$ cat config.mk
export PLATFORM = sky130hd
export DESIGN_NAME = floppy_step_head_load_control
export DESIGN_NICKNAME = d
export VERILOG_FILES = /design/src/head_pos_pkg.sv /design/src/floppy_step_head_load_control.sv
export SDC_FILE = /design/constraint.sdc
export NUM_CORES = 1
export LEC_CHECK = 0
export ABC_AREA = 1
export BUFFER_PORTS_ARGS = -buffer_cell sky130_fd_sc_hd__buf_4
export CORE_ASPECT_RATIO = 2
export CORE_MARGIN = 3
export CORE_UTILIZATION = 43
export CTS_BUF_LIST = sky130_fd_sc_hd__clkbuf_8
export CTS_CLUSTER_DIAMETER = 40
export DETAILED_ROUTE_END_ITERATION = 12
export MAX_ROUTING_LAYER = met4
export PLACE_DENSITY = 0.7
export SLEW_MARGIN = 0
export SYNTH_ARGS = -nofsm -noshare
export SYNTH_HDL_FRONTEND = slang
export SYNTH_SLANG_ARGS = --single-unit
$ cat constraint.sdc
create_clock -name clk -period 2.9 [get_ports clk]
set_clock_uncertainty 0.15 [all_clocks]
set_input_delay 0.58 -clock clk [delete_from_list [all_inputs] [get_ports clk]]
set_output_delay 0.58 -clock clk [all_outputs]
set_load 0.02 [all_outputs]
$ cat src/head_pos_pkg.sv
// Operation
// - Sector command bit 3 picks compared side
// - Length flag selects ID length-code byte mapping
// - Sector command bit 4 selects multiple records
// - Force interrupt bits 0-3 pick trigger conditions
// - Rate field sets step interval, test shortens
// - Step pulse 4 us double, 8 us single
// - Keep last step direction unless command changes
// - Direction high inward, stable 24 us first
// - Verify adds 30 ms settling, zero in test
// - Verify track match, good CRC ends cleanly
// - Matching track, bad CRC: flag, keep searching
// - Five revolutions without match sets seek error
// - Head load on h, verify end, read/write
// - Head unloads on h=v=0 or idle 15 index
// - Medium access only with load and engaged
// - Positioning status bit 5 shows load and engaged
// - Head flag/verify order of load, settle, engage
// - Read/write loads head, optional delay, waits engaged
// - Positioning command bit 2 is verify flag
package head_pos_pkg;

  // Register addresses on the plain register port.
  localparam logic [1:0] ADDR_CMD = 2'h0;
  localparam logic [1:0] ADDR_TRACK = 2'h1;
  localparam logic [1:0] ADDR_SECTOR = 2'h2;
  localparam logic [1:0] ADDR_DATA = 2'h3;

  // Command word fields.
  localparam int RATE_LO = 0;
  localparam int VERIFY_BIT = 2;
  localparam int HEAD_BIT = 3;
  localparam int UPDATE_BIT = 4;
  localparam int DELAY_BIT = 2;
  localparam int SIDE_BIT = 3;
  localparam int MULTI_BIT = 4;
  localparam int IMMED_BIT = 3;
  localparam int INDEX_BIT = 2;
  localparam int TO_NRDY_BIT = 1;
  localparam int TO_RDY_BIT = 0;

  // Status bits.
  localparam int ST_BUSY = 0;
  localparam int ST_CRC = 3;
  localparam int ST_SEEK = 4;
  localparam int ST_HEAD = 5;

  // Times in nanoseconds, as printed.
  localparam int unsigned CLK_NS = 10;
  localparam int unsigned STEP_DD_NS = 4000;
  localparam int unsigned STEP_SD_NS = 8000;
  localparam int unsigned DIR_SETUP_NS = 24000;
  localparam int unsigned SETTLE_NS = 30000000;
  localparam int unsigned RATE_N0_NS = 6000000;
  localparam int unsigned RATE_N1_NS = 12000000;
  localparam int unsigned RATE_N2_NS = 20000000;
  localparam int unsigned RATE_N3_NS = 30000000;
  localparam int unsigned RATE_T0_NS = 368000;
  localparam int unsigned RATE_T1_NS = 380000;
  localparam int unsigned RATE_T2_NS = 396000;
  localparam int unsigned RATE_T3_NS = 416000;

  // Least times round up to whole cycles.
  function automatic int unsigned cycles_min(input int unsigned ns);
    return (ns + CLK_NS - 1) / CLK_NS;
  endfunction

  localparam int unsigned STEP_DD_CYC = cycles_min(STEP_DD_NS);
  localparam int unsigned STEP_SD_CYC = cycles_min(STEP_SD_NS);
  localparam int unsigned DIR_SETUP_CYC = cycles_min(DIR_SETUP_NS);

  // Counts of steps, revolutions and idle index pulses.
  localparam logic [7:0] MAX_STEPS = 8'hff;
  localparam logic [2:0] VERIFY_REVS = 3'h5;
  localparam logic [3:0] IDLE_INDEX = 4'hf;

  // Sector sizes in bytes for the ID length code.
  localparam logic [10:0] BYTES_128 = 11'h080;
  localparam logic [10:0] BYTES_256 = 11'h100;
  localparam logic [10:0] BYTES_512 = 11'h200;
  localparam logic [10:0] BYTES_1024 = 11'h400;

  // Maps a length code under the length flag to a byte count.
  function automatic logic [10:0] length_bytes(input logic flag, input logic [1:0] code);
    logic [10:0] res;
    res = BYTES_128;
    case (code)
      2'h0: res = flag ? BYTES_128 : BYTES_256;
      2'h1: res = flag ? BYTES_256 : BYTES_512;
      2'h2: res = flag ? BYTES_512 : BYTES_1024;
      default: res = flag ? BYTES_1024 : BYTES_128;
    endcase
    return res;
  endfunction

  // Controller sequencing states.
  typedef enum logic [3:0] {
    ST_IDLE = 4'h0,
    ST_PLAN = 4'h1,
    ST_DIR = 4'h2,
    ST_STEP_HI = 4'h3,
    ST_STEP_WAIT = 4'h4,
    ST_SETTLE = 4'h5,
    ST_ENGAGE = 4'h6,
    ST_VERIFY = 4'h7,
    ST_XFER = 4'h8
  } seq_state_t;

endpackage

$ cat src/floppy_step_head_load_control.sv
module floppy_step_head_load_control #(
  parameter int unsigned SETTLE_CYC = head_pos_pkg::SETTLE_NS / head_pos_pkg::CLK_NS,
  parameter int unsigned RATE_N0_CYC = head_pos_pkg::RATE_N0_NS / head_pos_pkg::CLK_NS,
  parameter int unsigned RATE_N1_CYC = head_pos_pkg::RATE_N1_NS / head_pos_pkg::CLK_NS,
  parameter int unsigned RATE_N2_CYC = head_pos_pkg::RATE_N2_NS / head_pos_pkg::CLK_NS,
  parameter int unsigned RATE_N3_CYC = head_pos_pkg::RATE_N3_NS / head_pos_pkg::CLK_NS,
  parameter int unsigned RATE_T0_CYC = head_pos_pkg::RATE_T0_NS / head_pos_pkg::CLK_NS,
  parameter int unsigned RATE_T1_CYC = head_pos_pkg::RATE_T1_NS / head_pos_pkg::CLK_NS,
  parameter int unsigned RATE_T2_CYC = head_pos_pkg::RATE_T2_NS / head_pos_pkg::CLK_NS,
  parameter int unsigned RATE_T3_CYC = head_pos_pkg::RATE_T3_NS / head_pos_pkg::CLK_NS
) (
  // Clock and reset.
  input wire logic clk,
  input wire logic sys_rst,
  // Register port.
  input wire logic [1:0] addr,
  input wire logic [7:0] wdata,
  input wire logic wr_strobe,
  input wire logic rd_strobe,
  output logic [7:0] rdata,
  // Drive and mode inputs.
  input wire logic test_n,
  input wire logic density_select_input,
  input wire logic ready,
  input wire logic index_pulse,
  input wire logic track_zero,
  input wire logic head_engaged_input,
  // ID field results from the read channel.
  input wire logic id_valid,
  input wire logic [7:0] id_track,
  input wire logic id_crc_ok,
  input wire logic [1:0] id_length_code,
  input wire logic xfer_done,
  // Drive outputs.
  output logic step_pulse,
  output logic direction,
  output logic head_engage_output,
  // Controller outputs.
  output logic completion_interrupt,
  output logic medium_enable,
  output logic side_compare_value,
  output logic multi_record,
  output logic [10:0] sector_bytes
);

  // Sequencer state and the command being executed.
  head_pos_pkg::seq_state_t state;
  logic [7:0] cmd;
  logic busy;
  logic crc_err;
  logic seek_err;
  logic done_evt; // One-cycle pulse when a command completes.
  logic [31:0] timer; // Down counter shared by all delays.
  logic [31:0] width_cyc; // Step pulse width latched at command start.
  logic [7:0] step_cnt; // Steps issued by this command.
  logic [2:0] rev_cnt; // Index pulses seen while verifying.
  logic [7:0] track;
  logic [7:0] sector;
  logic [7:0] data;
  logic [3:0] idle_cnt; // Index pulses while idle with the head loaded.
  logic [3:0] force_cond; // Armed force-interrupt conditions.
  logic ready_q; // Ready from the previous cycle for edge detection.

  // Decode of the register port.
  logic cmd_wr;
  logic force_wr;
  logic start_wr;
  logic status_rd;
  logic idle_unload;
  logic [7:0] status;
  logic head_on;

  // A command write during busy is dropped unless it is a force interrupt.
  assign cmd_wr = wr_strobe && (addr == head_pos_pkg::ADDR_CMD);
  assign force_wr = cmd_wr && (wdata[7:4] == 4'hd);
  assign start_wr = cmd_wr && !force_wr && !busy;
  assign status_rd = rd_strobe && (addr == head_pos_pkg::ADDR_CMD);
  assign head_on = head_engage_output && head_engaged_input;
  assign idle_unload = !busy && head_engage_output && index_pulse && (idle_cnt == head_pos_pkg::IDLE_INDEX - 4'h1);

  // Medium access needs the head loaded and engaged at once.
  assign medium_enable = (state == head_pos_pkg::ST_XFER) && head_on;

  // Status word; bit 5 shows load and engaged after positioning commands.
  always_comb begin
    status = 8'h00;
    status[head_pos_pkg::ST_BUSY] = busy;
    status[head_pos_pkg::ST_CRC] = crc_err;
    status[head_pos_pkg::ST_SEEK] = seek_err;
    status[head_pos_pkg::ST_HEAD] = !cmd[7] && head_on;
  end

  // Step interval from the rate field; test mode uses the short table.
  function automatic logic [31:0] rate_cycles(input logic tn, input logic [1:0] r);
    logic [31:0] res;
    res = 32'h0;
    case (r)
      2'h0: res = tn ? RATE_N0_CYC : RATE_T0_CYC;
      2'h1: res = tn ? RATE_N1_CYC : RATE_T1_CYC;
      2'h2: res = tn ? RATE_N2_CYC : RATE_T2_CYC;
      default: res = tn ? RATE_N3_CYC : RATE_T3_CYC;
    endcase
    return res;
  endfunction

  // Main sequencer: stepping, settling, engage wait, verify and transfer.
  always_ff @(posedge clk) begin
    if (sys_rst) begin
      state <= head_pos_pkg::ST_IDLE;
      cmd <= 8'h00;
      busy <= 1'b0;
      crc_err <= 1'b0;
      seek_err <= 1'b0;
      done_evt <= 1'b0;
      timer <= 32'h0;
      width_cyc <= 32'h0;
      step_cnt <= 8'h00;
      rev_cnt <= 3'h0;
      track <= 8'h00;
      step_pulse <= 1'b0;
      direction <= 1'b0;
      head_engage_output <= 1'b0;
      side_compare_value <= 1'b0;
      multi_record <= 1'b0;
    end else begin
      done_evt <= 1'b0;
      if (wr_strobe && addr == head_pos_pkg::ADDR_TRACK && !busy) begin
        track <= wdata;
      end
      if (force_wr) begin
        // A force interrupt ends any command at once.
        state <= head_pos_pkg::ST_IDLE;
        busy <= 1'b0;
        step_pulse <= 1'b0;
      end else begin
        case (state)
          head_pos_pkg::ST_IDLE: begin
            // Long idle with the head loaded drops it.
            if (idle_unload) begin
              head_engage_output <= 1'b0;
            end
            if (start_wr) begin
              cmd <= wdata;
              crc_err <= 1'b0;
              seek_err <= 1'b0;
              step_cnt <= 8'h00;
              width_cyc <= density_select_input ? head_pos_pkg::STEP_SD_CYC
                                                : head_pos_pkg::STEP_DD_CYC;
              if (!wdata[7]) begin
                busy <= 1'b1;
                // Head flag loads now; both flags clear unloads.
                if (wdata[head_pos_pkg::HEAD_BIT]) begin
                  head_engage_output <= 1'b1;
                end else if (!wdata[head_pos_pkg::VERIFY_BIT]) begin
                  head_engage_output <= 1'b0;
                end
                state <= head_pos_pkg::ST_PLAN;
              end else if (!ready) begin
                // Read or write refused on a drive that is not ready.
                done_evt <= 1'b1;
              end else begin
                busy <= 1'b1;
                head_engage_output <= 1'b1;
                side_compare_value <= wdata[head_pos_pkg::SIDE_BIT];
                multi_record <= wdata[head_pos_pkg::MULTI_BIT];
                timer <= SETTLE_CYC;
                state <= wdata[head_pos_pkg::DELAY_BIT] ? head_pos_pkg::ST_SETTLE
                                                        : head_pos_pkg::ST_ENGAGE;
              end
            end
          end
          head_pos_pkg::ST_PLAN: begin
            // Decide whether another step is due and in which direction.
            if (cmd[6:4] == 3'h0 && track_zero) begin
              track <= 8'h00;
            end
            if ((cmd[6:4] == 3'h0 && !track_zero && step_cnt != head_pos_pkg::MAX_STEPS) ||
                (cmd[6:4] == 3'h1 && track != data) ||
                (cmd[6:5] != 2'h0 && step_cnt == 8'h00)) begin
              // High steps inward; a plain step keeps the last direction.
              if (cmd[6:4] == 3'h0 || cmd[6:5] == 2'h3) begin
                direction <= 1'b0;
              end else if (cmd[6:5] == 2'h2) begin
                direction <= 1'b1;
              end else if (cmd[6:4] == 3'h1) begin
                direction <= (data > track);
              end
              timer <= head_pos_pkg::DIR_SETUP_CYC;
              state <= (step_cnt == 8'h00) ? head_pos_pkg::ST_DIR : head_pos_pkg::ST_STEP_HI;
              if (step_cnt != 8'h00) begin
                step_pulse <= 1'b1;
                timer <= width_cyc - 32'h1;
              end
            end else if (cmd[6:4] == 3'h0 && !track_zero) begin
              // Track zero never seen after the full step budget.
              seek_err <= 1'b1;
              busy <= 1'b0;
              done_evt <= 1'b1;
              state <= head_pos_pkg::ST_IDLE;
            end else if (cmd[head_pos_pkg::VERIFY_BIT]) begin
              // Verify loads the head now and settles, none in test mode.
              head_engage_output <= 1'b1;
              timer <= test_n ? SETTLE_CYC : 32'h0;
              state <= head_pos_pkg::ST_SETTLE;
            end else begin
              busy <= 1'b0;
              done_evt <= 1'b1;
              state <= head_pos_pkg::ST_IDLE;
            end
          end
          head_pos_pkg::ST_DIR: begin
            // Direction stands steady before the first pulse.
            if (timer != 32'h0) begin
              timer <= timer - 32'h1;
            end else begin
              step_pulse <= 1'b1;
              timer <= width_cyc - 32'h1;
              state <= head_pos_pkg::ST_STEP_HI;
            end
          end
          head_pos_pkg::ST_STEP_HI: begin
            if (timer != 32'h0) begin
              timer <= timer - 32'h1;
            end else begin
              step_pulse <= 1'b0;
              step_cnt <= step_cnt + 8'h01;
              // Seek and restore always track; step types on update flag.
              if (cmd[6:5] == 2'h0 || cmd[head_pos_pkg::UPDATE_BIT]) begin
                track <= direction ? track + 8'h01 : track - 8'h01;
              end
              timer <= rate_cycles(test_n, cmd[head_pos_pkg::RATE_LO +: 2]);
              state <= head_pos_pkg::ST_STEP_WAIT;
            end
          end
          head_pos_pkg::ST_STEP_WAIT: begin
            // Step interval before the next decision.
            if (timer != 32'h0) begin
              timer <= timer - 32'h1;
            end else begin
              state <= head_pos_pkg::ST_PLAN;
            end
          end
          head_pos_pkg::ST_SETTLE: begin
            if (timer != 32'h0) begin
              timer <= timer - 32'h1;
            end else begin
              state <= head_pos_pkg::ST_ENGAGE;
            end
          end
          head_pos_pkg::ST_ENGAGE: begin
            // The engaged input is sampled until it comes true.
            if (head_engaged_input) begin
              rev_cnt <= 3'h0;
              state <= cmd[7] ? head_pos_pkg::ST_XFER : head_pos_pkg::ST_VERIFY;
            end
          end
          head_pos_pkg::ST_VERIFY: begin
            // First matching ID with good CRC completes; a CRC error flagged earlier stays set.
            if (id_valid && id_track == track && id_crc_ok) begin
              busy <= 1'b0;
              done_evt <= 1'b1;
              state <= head_pos_pkg::ST_IDLE;
            end else if (index_pulse && rev_cnt == head_pos_pkg::VERIFY_REVS - 3'h1) begin
              seek_err <= 1'b1;
              busy <= 1'b0;
              done_evt <= 1'b1;
              state <= head_pos_pkg::ST_IDLE;
            end else begin
              if (id_valid && id_track == track) begin
                crc_err <= 1'b1;
              end
              if (index_pulse) begin
                rev_cnt <= rev_cnt + 3'h1;
              end
            end
          end
          head_pos_pkg::ST_XFER: begin
            // The data path signals the end of the transfer.
            if (xfer_done) begin
              busy <= 1'b0;
              done_evt <= 1'b1;
              state <= head_pos_pkg::ST_IDLE;
            end
          end
          default: begin
            state <= head_pos_pkg::ST_IDLE;
          end
        endcase
      end
    end
  end

  // Sector and data registers written by software.
  always_ff @(posedge clk) begin
    if (sys_rst) begin
      sector <= 8'h00;
      data <= 8'h00;
    end else if (wr_strobe && addr == head_pos_pkg::ADDR_SECTOR) begin
      sector <= wdata;
    end else if (wr_strobe && addr == head_pos_pkg::ADDR_DATA) begin
      data <= wdata;
    end
  end

  // Sector size from each ID field seen while the last command started is a sector command.
  always_ff @(posedge clk) begin
    if (sys_rst) begin
      sector_bytes <= head_pos_pkg::BYTES_256;
    end else if (id_valid && cmd[7]) begin
      sector_bytes <= head_pos_pkg::length_bytes(cmd[head_pos_pkg::SIDE_BIT], id_length_code);
    end
  end

  // Idle index counter; any start or fresh head load restarts it.
  always_ff @(posedge clk) begin
    if (sys_rst) begin
      idle_cnt <= 4'h0;
    end else if (start_wr || busy || !head_engage_output) begin
      idle_cnt <= 4'h0;
    end else if (index_pulse) begin
      idle_cnt <= idle_cnt + 4'h1;
    end
  end

  // Force-interrupt conditions and the ready edge they watch.
  always_ff @(posedge clk) begin
    if (sys_rst) begin
      force_cond <= 4'h0;
      ready_q <= 1'b0;
    end else begin
      ready_q <= ready;
      if (force_wr) begin
        force_cond <= wdata[3:0];
      end else if (start_wr) begin
        force_cond <= 4'h0;
      end
    end
  end

  // Completion interrupt; a new event beats the clear by status read.
  always_ff @(posedge clk) begin
    if (sys_rst) begin
      completion_interrupt <= 1'b0;
    end else if (done_evt ||
                 (force_wr && wdata[head_pos_pkg::IMMED_BIT]) ||
                 (force_cond[head_pos_pkg::TO_RDY_BIT] && ready && !ready_q) ||
                 (force_cond[head_pos_pkg::TO_NRDY_BIT] && !ready && ready_q) ||
                 (force_cond[head_pos_pkg::INDEX_BIT] && index_pulse)) begin
      completion_interrupt <= 1'b1;
    end else if (status_rd || cmd_wr) begin
      completion_interrupt <= 1'b0;
    end
  end

  // Read data stand for one cycle after the read strobe only.
  always_ff @(posedge clk) begin
    if (sys_rst || !rd_strobe) begin
      rdata <= 8'h00;
    end else if (addr == head_pos_pkg::ADDR_CMD) begin
      rdata <= status;
    end else if (addr == head_pos_pkg::ADDR_TRACK) begin
      rdata <= track;
    end else if (addr == head_pos_pkg::ADDR_SECTOR) begin
      rdata <= sector;
    end else begin
      rdata <= data;
    end
  end

  // Helper counters that only the checks below read.
  logic [31:0] hi_cnt;
  logic [11:0] dir_age;
  logic dir_q;
  always_ff @(posedge clk) begin
    if (sys_rst) begin
      hi_cnt <= 32'h0;
      dir_age <= 12'h0;
      dir_q <= 1'b0;
    end else begin
      hi_cnt <= step_pulse ? hi_cnt + 32'h1 : 32'h0;
      dir_q <= direction;
      dir_age <= (direction != dir_q) ? 12'h0 : (dir_age == 12'hfff ? dir_age : dir_age + 12'h1);
    end
  end

  step_width_a: assert property (@(posedge clk) disable iff (sys_rst)
    $fell(step_pulse) && !$past(force_wr) |-> hi_cnt == width_cyc)
    else $error("Step pulse width is wrong.");
  dir_setup_a: assert property (@(posedge clk) disable iff (sys_rst)
    $rose(step_pulse) |-> dir_age >= head_pos_pkg::DIR_SETUP_CYC)
    else $error("Direction changed too close to a step.");
  medium_gate_a: assert property (@(posedge clk) disable iff (sys_rst)
    medium_enable |-> head_engage_output && head_engaged_input)
    else $error("Medium access without head loaded and engaged.");
  status_head_a: assert property (@(posedge clk) disable iff (sys_rst)
    status_rd && !cmd[7] && !cmd_wr |=> rdata[head_pos_pkg::ST_HEAD] == $past(head_on))
    else $error("Status bit 5 does not match head state.");
  head_unload_a: assert property (@(posedge clk) disable iff (sys_rst)
    start_wr && !wdata[7] && wdata[3:2] == 2'h0 |=> !head_engage_output)
    else $error("Head not unloaded by command with both flags clear.");
  head_load_a: assert property (@(posedge clk) disable iff (sys_rst)
    start_wr && (wdata[7] ? ready : wdata[head_pos_pkg::HEAD_BIT]) |=> head_engage_output)
    else $error("Head not loaded at command start.");
  side_latch_a: assert property (@(posedge clk) disable iff (sys_rst)
    start_wr && wdata[7] && ready |=> side_compare_value == $past(wdata[head_pos_pkg::SIDE_BIT]))
    else $error("Side compare value not taken from bit 3.");
  multi_latch_a: assert property (@(posedge clk) disable iff (sys_rst)
    start_wr && wdata[7] && ready |=> multi_record == $past(wdata[head_pos_pkg::MULTI_BIT]))
    else $error("Multiple record flag not taken from bit 4.");
  force_immed_a: assert property (@(posedge clk) disable iff (sys_rst)
    force_wr && wdata[head_pos_pkg::IMMED_BIT] |=> completion_interrupt && !busy)
    else $error("Immediate force interrupt did not fire.");
  step_dir_a: assert property (@(posedge clk) disable iff (sys_rst)
    state == head_pos_pkg::ST_PLAN && cmd[6:5] == 2'h1 |=> direction == $past(direction))
    else $error("Plain step changed direction.");

endmodule

==> results of run 1 <==
-- cells in the mapped netlist, types with 2 or more instances --
| library cell | n |
|---|---|
| sky130_fd_sc_hd__o2111ai_1 | 2 |
| sky130_fd_sc_hd__nor3_1 | 9 |
| sky130_fd_sc_hd__buf_2 | 5 |
| sky130_fd_sc_hd__nand4_1 | 29 |
| sky130_fd_sc_hd__clkbuf_1 | 15 |
| sky130_fd_sc_hd__dfxtp_1 | 112 |
| sky130_fd_sc_hd__nor3b_1 | 2 |
| sky130_fd_sc_hd__nor2_1 | 165 |
| sky130_fd_sc_hd__o221ai_1 | 4 |
| sky130_fd_sc_hd__nand2_1 | 354 |
| sky130_fd_sc_hd__nand3_1 | 97 |
| sky130_fd_sc_hd__xnor2_1 | 7 |
| sky130_fd_sc_hd__ha_1 | 25 |
| sky130_fd_sc_hd__inv_1 | 154 |
| sky130_fd_sc_hd__nor2_2 | 13 |
| sky130_fd_sc_hd__a31oi_1 | 6 |
| sky130_fd_sc_hd__inv_2 | 11 |
| sky130_fd_sc_hd__o21ai_0 | 81 |
| sky130_fd_sc_hd__nand2_2 | 9 |
| sky130_fd_sc_hd__nand3_4 | 3 |
| sky130_fd_sc_hd__or2_2 | 5 |
| sky130_fd_sc_hd__xor2_1 | 20 |
| sky130_fd_sc_hd__nor2_8 | 2 |
| sky130_fd_sc_hd__nand2_4 | 5 |
| sky130_fd_sc_hd__buf_6 | 5 |
| sky130_fd_sc_hd__buf_4 | 10 |
| sky130_fd_sc_hd__o21ai_1 | 20 |
| sky130_fd_sc_hd__a21oi_1 | 102 |
| sky130_fd_sc_hd__nor2_4 | 9 |
| sky130_fd_sc_hd__o211ai_1 | 5 |
| sky130_fd_sc_hd__o21bai_1 | 3 |
| sky130_fd_sc_hd__o22ai_1 | 5 |
-- stage by stage --
stage / total power, mW / utilization / worst slack (ps) / area, um2
after floorplan: 7.10 / - / 859 / 8110
after global placement: 8.99 / 0.474 / 346 / 8730
after detailed placement: 9.03 / 0.474 / 264 / 8730
after CTS: 10.0 / 0.485 / 239 / 8920
after global routing: 11.1 / 0.485 / 53.3 / 8920
final: 10.2 / 0.485 / 226 / 8920
-- worst register-to-register path, cell delays in order, from the launching register on --
cell,delay [ps]
sky130_fd_sc_hd__dfxtp_1,360
sky130_fd_sc_hd__inv_1,100
sky130_fd_sc_hd__ha_1,320
sky130_fd_sc_hd__nand2_1,140
sky130_fd_sc_hd__nor2_1,80
sky130_fd_sc_hd__nand2_1,110
sky130_fd_sc_hd__nand2_1,80
sky130_fd_sc_hd__nand3_1,170
sky130_fd_sc_hd__nor2_2,110
sky130_fd_sc_hd__nor2_8,150
sky130_fd_sc_hd__nand2_8,160
sky130_fd_sc_hd__inv_2,360
sky130_fd_sc_hd__nand2_1,120
sky130_fd_sc_hd__nor2_1,110
sky130_fd_sc_hd__nor2_1,50
-- per-layer routing --
metal | wire length, um | global-route usage
met1 | 9550 | 0.265
met2 | 15600 | 0.533
met3 | 1280 | 0.0424
met4 | 3290 | 0.274
met5 | 0 | -
-- sequential cells by signal (all words and copies together), names as in the netlist, 3 cells and up --
register	cells
timer	32
sector	8
width_cyc	3
data	8
sector_bytes	4
state	4
track	8
rev_cnt	3
cmd	8
step_cnt	8
rdata	8
force_cond	3
idle_cnt	4
-- cell families (layout without fill, tap and decap cells) --
logic type | Yosys count | after routing | share of synthesized area
other | 1 | 7 | 0.000464
buffers and inverters | 204 | 258 | 0.105
AO/OA/AOI/OAI | 234 | 234 | 0.156
AND/OR/NAND/NOR | 707 | 707 | 0.390
adder cells (fa/ha/maj) | 26 | 26 | 0.0412
XOR/XNOR | 27 | 27 | 0.0292
flip-flops | 112 | 112 | 0.277
-- placed cells by master (no fill, tap or decap), types with 25 or more instances in the layout --
master	count
sky130_fd_sc_hd__nand2_1	354
sky130_fd_sc_hd__nor2_1	165
sky130_fd_sc_hd__inv_1	154
sky130_fd_sc_hd__dfxtp_1	112
sky130_fd_sc_hd__a21oi_1	102
sky130_fd_sc_hd__nand3_1	97
sky130_fd_sc_hd__o21ai_0	81
sky130_fd_sc_hd__buf_4	75
sky130_fd_sc_hd__nand4_1	29
sky130_fd_sc_hd__ha_1	25
-- area by class of cell --
| cell class | count | area, um2 | share of cell area |
|---|---|---|---|
| Timing Repair Buffer | 75 | 563 | 0.0631 |
| Inverter | 168 | 634 | 0.0711 |
| Clock inverter | 6 | 67.6 | 0.00758 |
| Sequential cell | 112 | 2240 | 0.251 |
| Tap cell | 216 | 270 | 0.0303 |
| Clock buffer | 9 | 124 | 0.0139 |
| Multi-Input combinational cell | 1001 | 5020 | 0.563 |
-- worst paths after layout --
check / from / endpoint
max: track[7] / timer[10]
min: density_select_input / width_cyc[7]
max reg2reg: track[7] / timer[10]
min reg2reg: force_cond[0] / force_cond[0]
-- power breakdown --
| part | internal (mW) | switching (mW) | leakage, nW | total [mW] |
|---|---|---|---|---|
| Combinational | 2.19 | 5.00 | 3.32 | 7.19 |
| Clock | 0.401 | 0.599 | 0.0921 | 1.00 |
| Sequential | 1.75 | 0.284 | 0.909 | 2.03 |
| Total | 4.34 | 5.89 | 4.32 | 10.2 |
==> impl_summary.md, run 1 <==
Global routing
Entering global routing, the biggest net connects 29 pins. The first global-routing pass estimated approximately 45000 um of wire. In the global route stage, overall resource usage came out at 0.302. After global routing the overflow that remains totals 0. The number of antenna violations at the first check in global routing is 0. The via count of the first global-routing pass came to between 8000 and 9000.

Clock network
The number of levels in the clock H-tree is 3. For the worst-skew pair, the clock arrives at the later sink with an insertion delay of approximately 400 ps. The number of resized instances in the post-cts repair step is 0. The clock transition at the registers of the reported paths is between 100 and 150 ps. The number of buffers created by CTS is 9.

The TritonCTS clock tree is done. The post-cts hold buffer count is 0. Once the clock tree was built, the setup fixing pass inserted 0 buffers. The library cell used as clock root buffer is sky130_fd_sc_hd__clkbuf_8. CTS saw about 110 sinks. The clock passes through at most 2 buffers.

Route
The detailed router placed 8914 vias in this run. The routed design has roughly 30000 um of wire. The number of detailed-route iterations in the first pass is 6. The routed wirelength normalized by instance count is between 15 and 20 um. The number of nets with antenna violations after detailed routing is 0. After the first detailed-routing iteration, the DRC count stood at between 500 and 600. The final routed DRC violation total is 0. The routed via count divided by cell count is ~5.6.

Floorplan
The die is around 100 um wide. The area of the core is ~18000 um2. The effective utilization at floorplan is 0.440. The floorplan has 70 rows.

The area of the die is approximately 20000 um2. In this run the count of I/O pins placed on the die edge is between 50 and 60. The vertical die dimension is 200 um.

Worst setup path
The number of cells on the worst reg-to-reg path is 14. The most repeated library cell on the critical path is sky130_fd_sc_hd__nand2_1. In this design, the stage delay of the slowest critical-path cell is 360 ps. Traced cell by cell, the critical path runs through inv_1, ha_1, nand2_1, nor2_1, nand2_1, nand2_1, nand3_1, nor2_2, nor2_8, nand2_8, inv_2, nand2_1, nor2_1, nor2_1.

Along the worst path, the maximum fanout reaches 26. Counting both buffers and inverters, the worst setup path holds a total of 2. The reg-to-reg setup timing slack is between 200 and 250 ps. The slowest cell on the critical path is sky130_fd_sc_hd__dfxtp_1. The data required time at the worst endpoint is roughly 3100 ps. The endpoint type of the worst setup path is a flip-flop.

Data on the critical path arrives at its endpoint at 2830 ps. The worst setup path is launched from a flip-flop. The dominant delay contributor by cell family on the critical path is simple AND/OR/NAND/NOR gates. The number of gates on the worst path with buffers counted is 14.

By startpoint and endpoint, the worst setup path is classified as flip-flop to flip-flop.

Timing
In the finished design, the share of the clock period the worst path needs comes to 0.922. The remaining max-slew budget at the tightest pin is 0.623. Setup repair after global routing left no endpoint under its margin. The count of final hold-check violations is 0. The final count of pins violating max slew is 0.

The tightest hold path in the finished design has a slack of ~300 ps. The minimum period implied by the final worst setup slack is 2670 ps. Timing would allow up to between 300 and 400 MHz.

After routing, the total negative slack on setup checks comes to 0 ps. For the pin with the worst max-slew slack, the measured transition is ~560 ps. The total setup violations reported at the end of the flow is 0.

Placed design
The detailed-placement wirelength estimate is around 24000 um. The port buffer count is 51. The number of placed instances, taps included is roughly 1600. Routability-driven placement finished with a final weighted congestion of between 1 and 1.5.

Cells and area
The filler cell count in the final layout is 1942. For this run, the post-layout net count is 1426. The layout overhead on the synthesized area is 10.3%. The final cell count without fillers is roughly 1600. The number of diodes is 0. The layout cell share with drive strength beyond 1 is 0.115.

Synth
The number of distinct library cells after synthesis is approximately 50. The top cell type's share of synthesized area is 0.277. The post-synthesis instance area is about 8000 um2.

The mean area per synthesized cell is between 6 and 7 um2. Ranked by total cell area, the synthesized netlist is headed by sky130_fd_sc_hd__dfxtp_1 (28%), sky130_fd_sc_hd__nand2_1 (16%), sky130_fd_sc_hd__nor2_1 (7.7%). Synthesis handed over a netlist of roughly 1300 instances. The proportion of synthesized flip-flops having asynchronous set or reset is 0. The Yosys step of the flow raised 0 warnings. The fraction of the yosys area taken by sequential cells is 0.277.

For this run, the leading register cell type out of synthesis is sky130_fd_sc_hd__dfxtp_1. The number of enable flip-flop cells after synthesis is 0. The largest area contributor in the netlist is sky130_fd_sc_hd__dfxtp_1.

The flip-flop and latch count after synthesis is 112.

Pwr
The static leakage is ~4.3 nW. The total power per unit cell area is around 1100 nW/um2. VDD sags by at most a little over 0.5 mV.

Outcome
The run finished with clean final reports.

Min path
The number of stages on the worst hold path is 4. The min-delay analysis places its worst path in the category input port to flip-flop.

Flow run
The max capacitance violation total is 0.
No activity file was read; power rests on OpenSTA's default activity.
==> run 2, diff against run 1 <==
CAP_MARGIN = 25   (was unset)
PLACE_DENSITY = 0.72   (was 0.7)
clock period = 2.4 ns   (was 2.9 ns; I/O delays follow)
==> impl_summary.md, run 2 (synthesis results as in run 1) <==
Outcome
The run finished with clean final reports.

Route
The routed wirelength normalized by instance count came to 17.8 um (-4.9%). The wire length reported by the detailed router is 29700 um (-0.13%). The routed via count divided by cell count came to 5.43 (-3.3%). The violation count after the first detailed-route iteration came to 523 (-10%).

The number of nets with antenna violations after detailed routing is 0 (unchanged). The via count of the routed design was 9048 (+1.5%). The number of detailed-route iterations in the first pass is 6 (unchanged). The final routed DRC violation total was 0 (unchanged).

Cells and area
The layout overhead on the synthesized area is 19.7%. The register with the most flip-flops in the final layout is timer. The multi-input logic area is 5130 um2 (+2.2%). The storage element area came to 2250 um2 (+0.28%). The layout cell share with drive strength beyond 1 is 0.181 (+0.0662). The final design area excluding fillers is 9680 um2 (+8.6%). The most common cell after layout, fill and taps aside is sky130_fd_sc_hd__nand2_1. The flip-flop count of the largest register after layout is 32 (unchanged). The final cell count without fillers was 1666 (+5.0%). In the layout the commonest cells are sky130_fd_sc_hd__nand2_1 (350), sky130_fd_sc_hd__nor2_1 (158), sky130_fd_sc_hd__inv_1 (153), sky130_fd_sc_hd__buf_4 (150), sky130_fd_sc_hd__dfxtp_1 (107). The filler cell count in the final layout came to 1860 (-4.2%).

The number of diodes is 0 (unchanged). The net count reported at finish came to 1505 (+5.5%).

Clock network
In this run the clock root is driven by a sky130_fd_sc_hd__clkbuf_8. The later-pin clock latency in the skew report is 400 ps (about the same). The number of buffers created by CTS is 9 (unchanged). TritonCTS built the clock tree. The clock transition at the registers of the reported paths is 110 ps (about the same). The clock sink count came to 112 (unchanged). The maximum number of buffers from clock root to sink was 2 (unchanged). The number of levels in the clock H-tree is 3 (unchanged).

Placed design
The cell area reported after detailed placement is 9340 um2 (+7.1%). The port buffer count was 51 (unchanged). The detailed-placement wirelength estimate is 24000 um (+2.0%). The number of placed instances, taps included is 1649 (+4.9%). The placer congestion estimate is 1.02 (-2.6%).

Pwr
The net switching power figure came to 7.44 mW (+26%). The total power per unit cell area came to 1410 nW/um2 (+23%). The sequential fraction of design power is 0.175 (-0.024). The combinational share of power was 0.733 (+0.030). The power after layout is 13.6 mW (+33%). The maximum vdd drop is 1.01 mV (+96%). The portion of total power attributed to the clock network is 0.092 (-0.006). The static leakage is 4.74 nW (+9.7%). The cell internal power dissipation is 6.17 mW (+42%). The switching share of total power was 0.547 (-0.0290).

Timing
The minimum period implied by the final worst setup slack is 2320 ps (-351 ps). The accumulated negative setup slack is 0 ps (unchanged). The total setup violations reported at the end of the flow is 0 (unchanged).

Setup repair after global routing could not meet its margin everywhere. The period utilization is 0.968 (+0.0457). The count of final hold-check violations is 0 (unchanged). The final count of pins violating max slew is 0 (unchanged). The top achievable clock speed came to 431 MHz (+15%).

The remaining max-slew budget at the tightest pin is 0.608 (-0.0154). The actual slew at the worst max-slew pin came to 582 ps (+18.6 ps).

Worst setup path
The worst-path maximum fanout is 6 (-77%). The highest cell delay on the worst timing path is 350 ps (about the same). The startpoint class of the critical path is a flip-flop. The reg-to-reg setup timing slack was 80 ps (-150 ps). The signal on the critical path passes through inv_1, ha_1, nand2_1, nor2_2, nand2_2, nand2_2, nand3_4, buf_6, nand2_4, clkinvlp_4, nor2_4, nand4_1, nand2_1, inv_1, nor2_1. The worst setup path is captured at a flip-flop.

The worst register-to-register path ends at busy. The dominant delay contributor by cell family on the critical path is simple AND/OR/NAND/NOR gates. The endpoint arrival time on the critical path was 2510 ps (-320 ps).

The slowest cell on the critical path is sky130_fd_sc_hd__dfxtp_1. The start-to-end type of the worst setup path is flip-flop to flip-flop. The data required time at the worst endpoint came to 2590 ps (-470 ps).

The startpoint of the lowest-slack register-to-register path is data[0]. The number of buffer and inverter instances along the worst setup path was 4 (+2). The worst setup path startpoint is data[0]. The count of cells along the worst register-to-register path is 15 (+1).

Floorplan
The area of the die is 20600 um2 (unchanged). The floorplan row count is 70 (unchanged). The effective utilization at floorplan is 0.440 (unchanged). The vertical die dimension is 200 um (unchanged). The area of the core came to 18400 um2 (unchanged). The width of the die came to 103 um (unchanged). The top-level port count is 59 (unchanged).

Global routing
The total global-route track usage is 0.301 (-0.000357). The largest net degree at the start of global routing is 27 (-6.9%). The number of antenna violations at the first check in global routing came to 0 (unchanged).

The wire length of the first global-routing pass is 45400 um (+0.30%). The via count of the first global-routing pass came to 8880 (+1.9%). The final global-route overflow total was 0 (unchanged).

Min path
The path with the worst hold slack has its endpoint at width_cyc[7]. The origin of the worst min-delay path is density_select_input. The number of stages on the worst hold path is 4 (unchanged). The tightest min-delay check is of the input port to flip-flop type.

Flow run
The max capacitance violation total was 0 (unchanged).
==> run 2: changes by cell type in the layout (fill, tap and decap cells not counted), sizes merged <==
cell,before,now
buf,75,154
clkbuf,9,10
clkinv,3,2
==> run 2: cell type report <==
cell class	count	area share
Multi-Input combinational cell	1001	0.530
Sequential cell	112	0.232
Timing Repair Buffer	154	0.124
Inverter	168	0.0659
Tap cell	216	0.0279
Clock buffer	10	0.0142
Clock inverter	5	0.00659
==> run 2: worst register-to-register path, cell delays in order, from the launching register on <==
cell,delay (ps)
sky130_fd_sc_hd__dfxtp_1,350
sky130_fd_sc_hd__inv_1,60
sky130_fd_sc_hd__ha_1,270
sky130_fd_sc_hd__nand2_1,70
sky130_fd_sc_hd__nor2_2,200
sky130_fd_sc_hd__nand2_2,100
sky130_fd_sc_hd__nand2_2,100
sky130_fd_sc_hd__nand3_4,110
sky130_fd_sc_hd__buf_6,150
sky130_fd_sc_hd__nand2_4,70
sky130_fd_sc_hd__clkinvlp_4,190
sky130_fd_sc_hd__nor2_4,150
sky130_fd_sc_hd__nand4_1,100
sky130_fd_sc_hd__nand2_1,90
sky130_fd_sc_hd__inv_1,40
sky130_fd_sc_hd__nor2_1,70
==> run 2: power groups by stage <==
| stage | Combinational (mW) | Clock (mW) | Sequential (mW) |
|---|---|---|---|
| floorplan | 6.20 | 0 | 2.38 |
| global placement | 9.57 | 0 | 2.41 |
| detailed placement | 9.58 | 0 | 2.41 |
| CTS | 9.64 | 1.26 | 2.37 |
| global route | 10.9 | 1.33 | 2.41 |
| finish | 9.98 | 1.25 | 2.38 |
==> run 2: metrics by stage <==
step                      utilization  hold slack [ps]  worst slack, ps
after global placement          0.508              299            -13.0
after CTS                       0.519              197             3.97
after floorplan                     -              287              359
after global routing            0.526              232            -43.8
final                           0.526              213             77.8
after detailed placement        0.508              302            -37.8
==> run 2: worst max path at each step <==
stage                      endpoint  cells after the start
after floorplan           timer[19]                     14
after global placement     timer[5]                     14
after detailed placement   timer[5]                     14
after CTS                  timer[5]                     14
after global routing           busy                     15
final                          busy                     15
==> run 2: what timing repair did <==
| action | in CTS | in global routing |
|---|---|---|
| hold buffers | 0 | 0 |
| setup endpoints to repair | 3 | 46 |
| pin swaps | 0 | 8 |
| setup buffers | 0 | 2 |
| resized for setup | 1 | 31 |
| gates cloned | 0 | 0 |
==> run 2: routing by layer <==
layer | vias to the layer above | wire length [um] | track usage
met1 | 4033 | 9530 | 0.261
met5 | - | 0 | -
met4 | 0 | 3310 | 0.269
met3 | 178 | 1090 | 0.0285
li1 | 4500 | - | -
met2 | 337 | 15800 | 0.549
==> run 3, diff against run 2 <==
CORE_MARGIN = 1.5   (was 3)
RECOVER_POWER = 50   (was unset)
==> impl_summary.md, run 3 (synthesis results as in run 1) <==
Outcome
The run finished with clean final reports.

Clock network
The number of levels in the clock H-tree is 3 (unchanged). The maximum number of buffers from clock root to sink is 2 (unchanged). The TritonCTS clock tree is done. The later-pin clock latency in the skew report is 410 ps (about the same).

The clock transition at the registers of the reported paths is 120 ps (about the same). The root buffer cell chosen for the clock tree is sky130_fd_sc_hd__clkbuf_8. The post-cts hold buffer count is 0 (unchanged). The clock sink count is 112 (unchanged).

The post-CTS setup buffer count came to 0 (unchanged). The number of buffers created by CTS came to 9 (unchanged).

Timing
The actual slew at the worst max-slew pin is 695 ps (+112 ps). The period utilization is 0.961 (-0.00690). The worst setup margin is 94.4 ps (+16.6 ps).

The remaining max-slew budget at the tightest pin came to 0.532 (-0.0757). The count of final hold-check violations is 0 (unchanged). The minimum period implied by the final worst setup slack was 2310 ps (-16.6 ps). The top achievable clock speed came to 434 MHz (+0.72%). The final count of pins violating max slew is 0 (unchanged). The total setup violations reported at the end of the flow was 0 (unchanged). The accumulated negative setup slack is 0 ps (unchanged).

Setup repair after global routing left no endpoint under its margin. The minimum hold slack is 216 ps (+2.60 ps).

Route
The via count of the routed design is 9199 (+1.7%). The final routed DRC violation total is 0 (unchanged). The routed wirelength normalized by instance count came to 17.6 um (-1.1%). The wire length reported by the detailed router is 29600 um (-0.52%). The violation count after the first detailed-route iteration is 563 (+7.6%). The routed via count divided by cell count is 5.49 (+1.1%). The number of nets with antenna violations after detailed routing is 0 (unchanged). The number of detailed-route iterations in the first pass was 5 (-1).

Pwr
The sequential fraction of design power was 0.177 (+0.002). The switching share of total power was 0.555 (+0.00847). The total power per unit cell area was 1400 nW/um2 (-0.63%). The static leakage was 4.67 nW (-1.6%). The maximum vdd drop is 0.839 mV (-17%). The power after layout is 13.4 mW (-1.6%). The combinational share of power came to 0.739 (+0.006). The portion of total power attributed to the clock network came to 0.084 (-0.008). The cell internal power dissipation is 5.95 mW (-3.4%). The net switching power figure came to 7.43 mW (about the same).

Worst setup path
Grouping stages by cell kind, the critical path spends the most delay in simple AND/OR/NAND/NOR gates. The number of gates on the worst path with buffers counted was 16 (+1). The reg-to-reg setup timing slack is 90 ps (+20 ps). The endpoint arrival time on the critical path is 2470 ps (-40 ps). The highest cell delay on the worst timing path was 350 ps (about the same).

The data required time at the worst endpoint is 2570 ps (-20 ps). The worst register-to-register path ends at timer[15]. The most critical setup path has its startpoint at track[1]. The startpoint of the lowest-slack register-to-register path is track[1]. The signal on the critical path passes through inv_1, ha_1, nand2_1, nor2_2, nand2_2, nand2_2, buf_4, nand2_1, nand4_1, inv_1, nand2_1, nand2_2, nor2_4, inv_1, nor2_2, nor2_1. The worst-path maximum fanout was 2 (-4). In this run the worst setup path terminates at timer[15].

The endpoint type of the worst setup path is a flip-flop. The worst setup path is launched from a flip-flop. The start-to-end type of the worst setup path is flip-flop to flip-flop. On the critical path, the stage with the largest delay is an instance of sky130_fd_sc_hd__dfxtp_2. The count of cells along the worst register-to-register path is 16 (+1). The number of buffer and inverter instances along the worst setup path is 4 (unchanged).

Cells and area
The final design area excluding fillers is 9590 um2 (-0.97%). The net count reported at finish was 1514 (+0.60%). The layout cell share with drive strength beyond 1 is 0.163 (-0.0177). The register with the most flip-flops in the final layout is timer. The most common cell after layout, fill and taps aside is sky130_fd_sc_hd__nand2_1. Leaving out fill and tap cells, the most frequent cells in the layout are sky130_fd_sc_hd__nand2_1 (348), sky130_fd_sc_hd__nor2_1 (158), sky130_fd_sc_hd__inv_1 (153), sky130_fd_sc_hd__buf_4 (130), sky130_fd_sc_hd__dfxtp_1 (110). The number of diodes is 0 (unchanged). The flip-flop count of the largest register after layout was 32 (unchanged). The layout overhead on the synthesized area is 18.6%.

Placed design
The port buffer count is 51 (unchanged). The cell area reported after detailed placement is 9420 um2 (+0.88%). The minimum setup slack after placement came to -77.8 ps (-40.0 ps). The detailed-placement wirelength estimate is 24100 um (+0.45%).

The placer congestion estimate came to 1.04 (+2.0%).

Min path
The class of the most critical hold timing path is input port to flip-flop.

Flow run
The max capacitance violation total was 0 (unchanged).

Global routing
The total global-route track usage is 0.318 (+0.0162). The via count of the first global-routing pass came to 9239 (+4.0%). The number of antenna violations at the first check in global routing came to 0 (unchanged). The largest net degree at the start of global routing is 21 (-22%). The wire length of the first global-routing pass is 46300 um (+1.9%). The final global-route overflow total is 0 (unchanged).

Floorplan
The area of the core is 18400 um2 (unchanged). The top-level port count is 59 (unchanged). The effective utilization at floorplan came to 0.440 (unchanged). The vertical die dimension is 197 um (-1.5%).

The width of the die is 100 um (-2.9%). The floorplan row count came to 70 (unchanged). The area of the die is 19700 um2 (-4.4%).
[run 3: worst min-delay path by stage]
stage | startpoint | endpoint | slack [ps] | cells after the start
floorplan | seek_err | seek_err | 290 | 2
finish | wdata[5] | cmd[5] | 220 | 3
CTS | wdata[5] | cmd[5] | 200 | 3
global placement | sector[6] | sector[6] | 300 | 2
global route | sys_rst | sector[7] | 220 | 2
detailed placement | sector[7] | sector[7] | 300 | 2
[run 3: routing by layer]
layer  routed length (um)  up-vias  track usage
met5                    0        -            -
met4                 3140        0        0.284
met3                 1080      178       0.0301
met2                15800      339        0.591
met1                 9490     4171        0.271
li1                     -     4511            -
[run 3: worst min-delay path, cell delays in order]
cell and delay, ps:
sky130_fd_sc_hd__buf_4 130, sky130_fd_sc_hd__inv_1 70, sky130_fd_sc_hd__a21oi_1 50
[run 3: layout make-up]
cell class | count | area [um2]
fill | 1955 | 8800
sequential | 112 | 2240
multi-input combinational | 1001 | 5090
clock buffer | 9 | 124
inverter | 168 | 634
timing repair buffer | 163 | 1170
clock inverter | 7 | 56.3
tap | 216 | 270
[run 3: repair_timing]
action / CTS / global route
endpoints found under the setup margin: 12 / 35
resized for setup: 4 / 26
endpoints found under the hold margin: 0 / 0
pin swaps: 0 / 4
[run 3: metrics by stage]
stage	util	cells
6_report	0.521	1676
5_1_grt	0.521	1676
4_1_cts	0.523	1676
3_5_place_dp	0.512	1660
3_3_place_gp	0.512	1660
2_1_floorplan	-	1317
[run 3: power by group through the flow]
stage / registers, mW / clock network [mW] / logic (mW)
2_1_floorplan: 2.38 / 0 / 6.20
3_3_place_gp: 2.39 / 0 / 9.49
3_5_place_dp: 2.40 / 0 / 9.52
4_1_cts: 2.35 / 1.15 / 9.59
5_1_grt: 2.39 / 1.21 / 10.9
6_report: 2.37 / 1.13 / 9.89
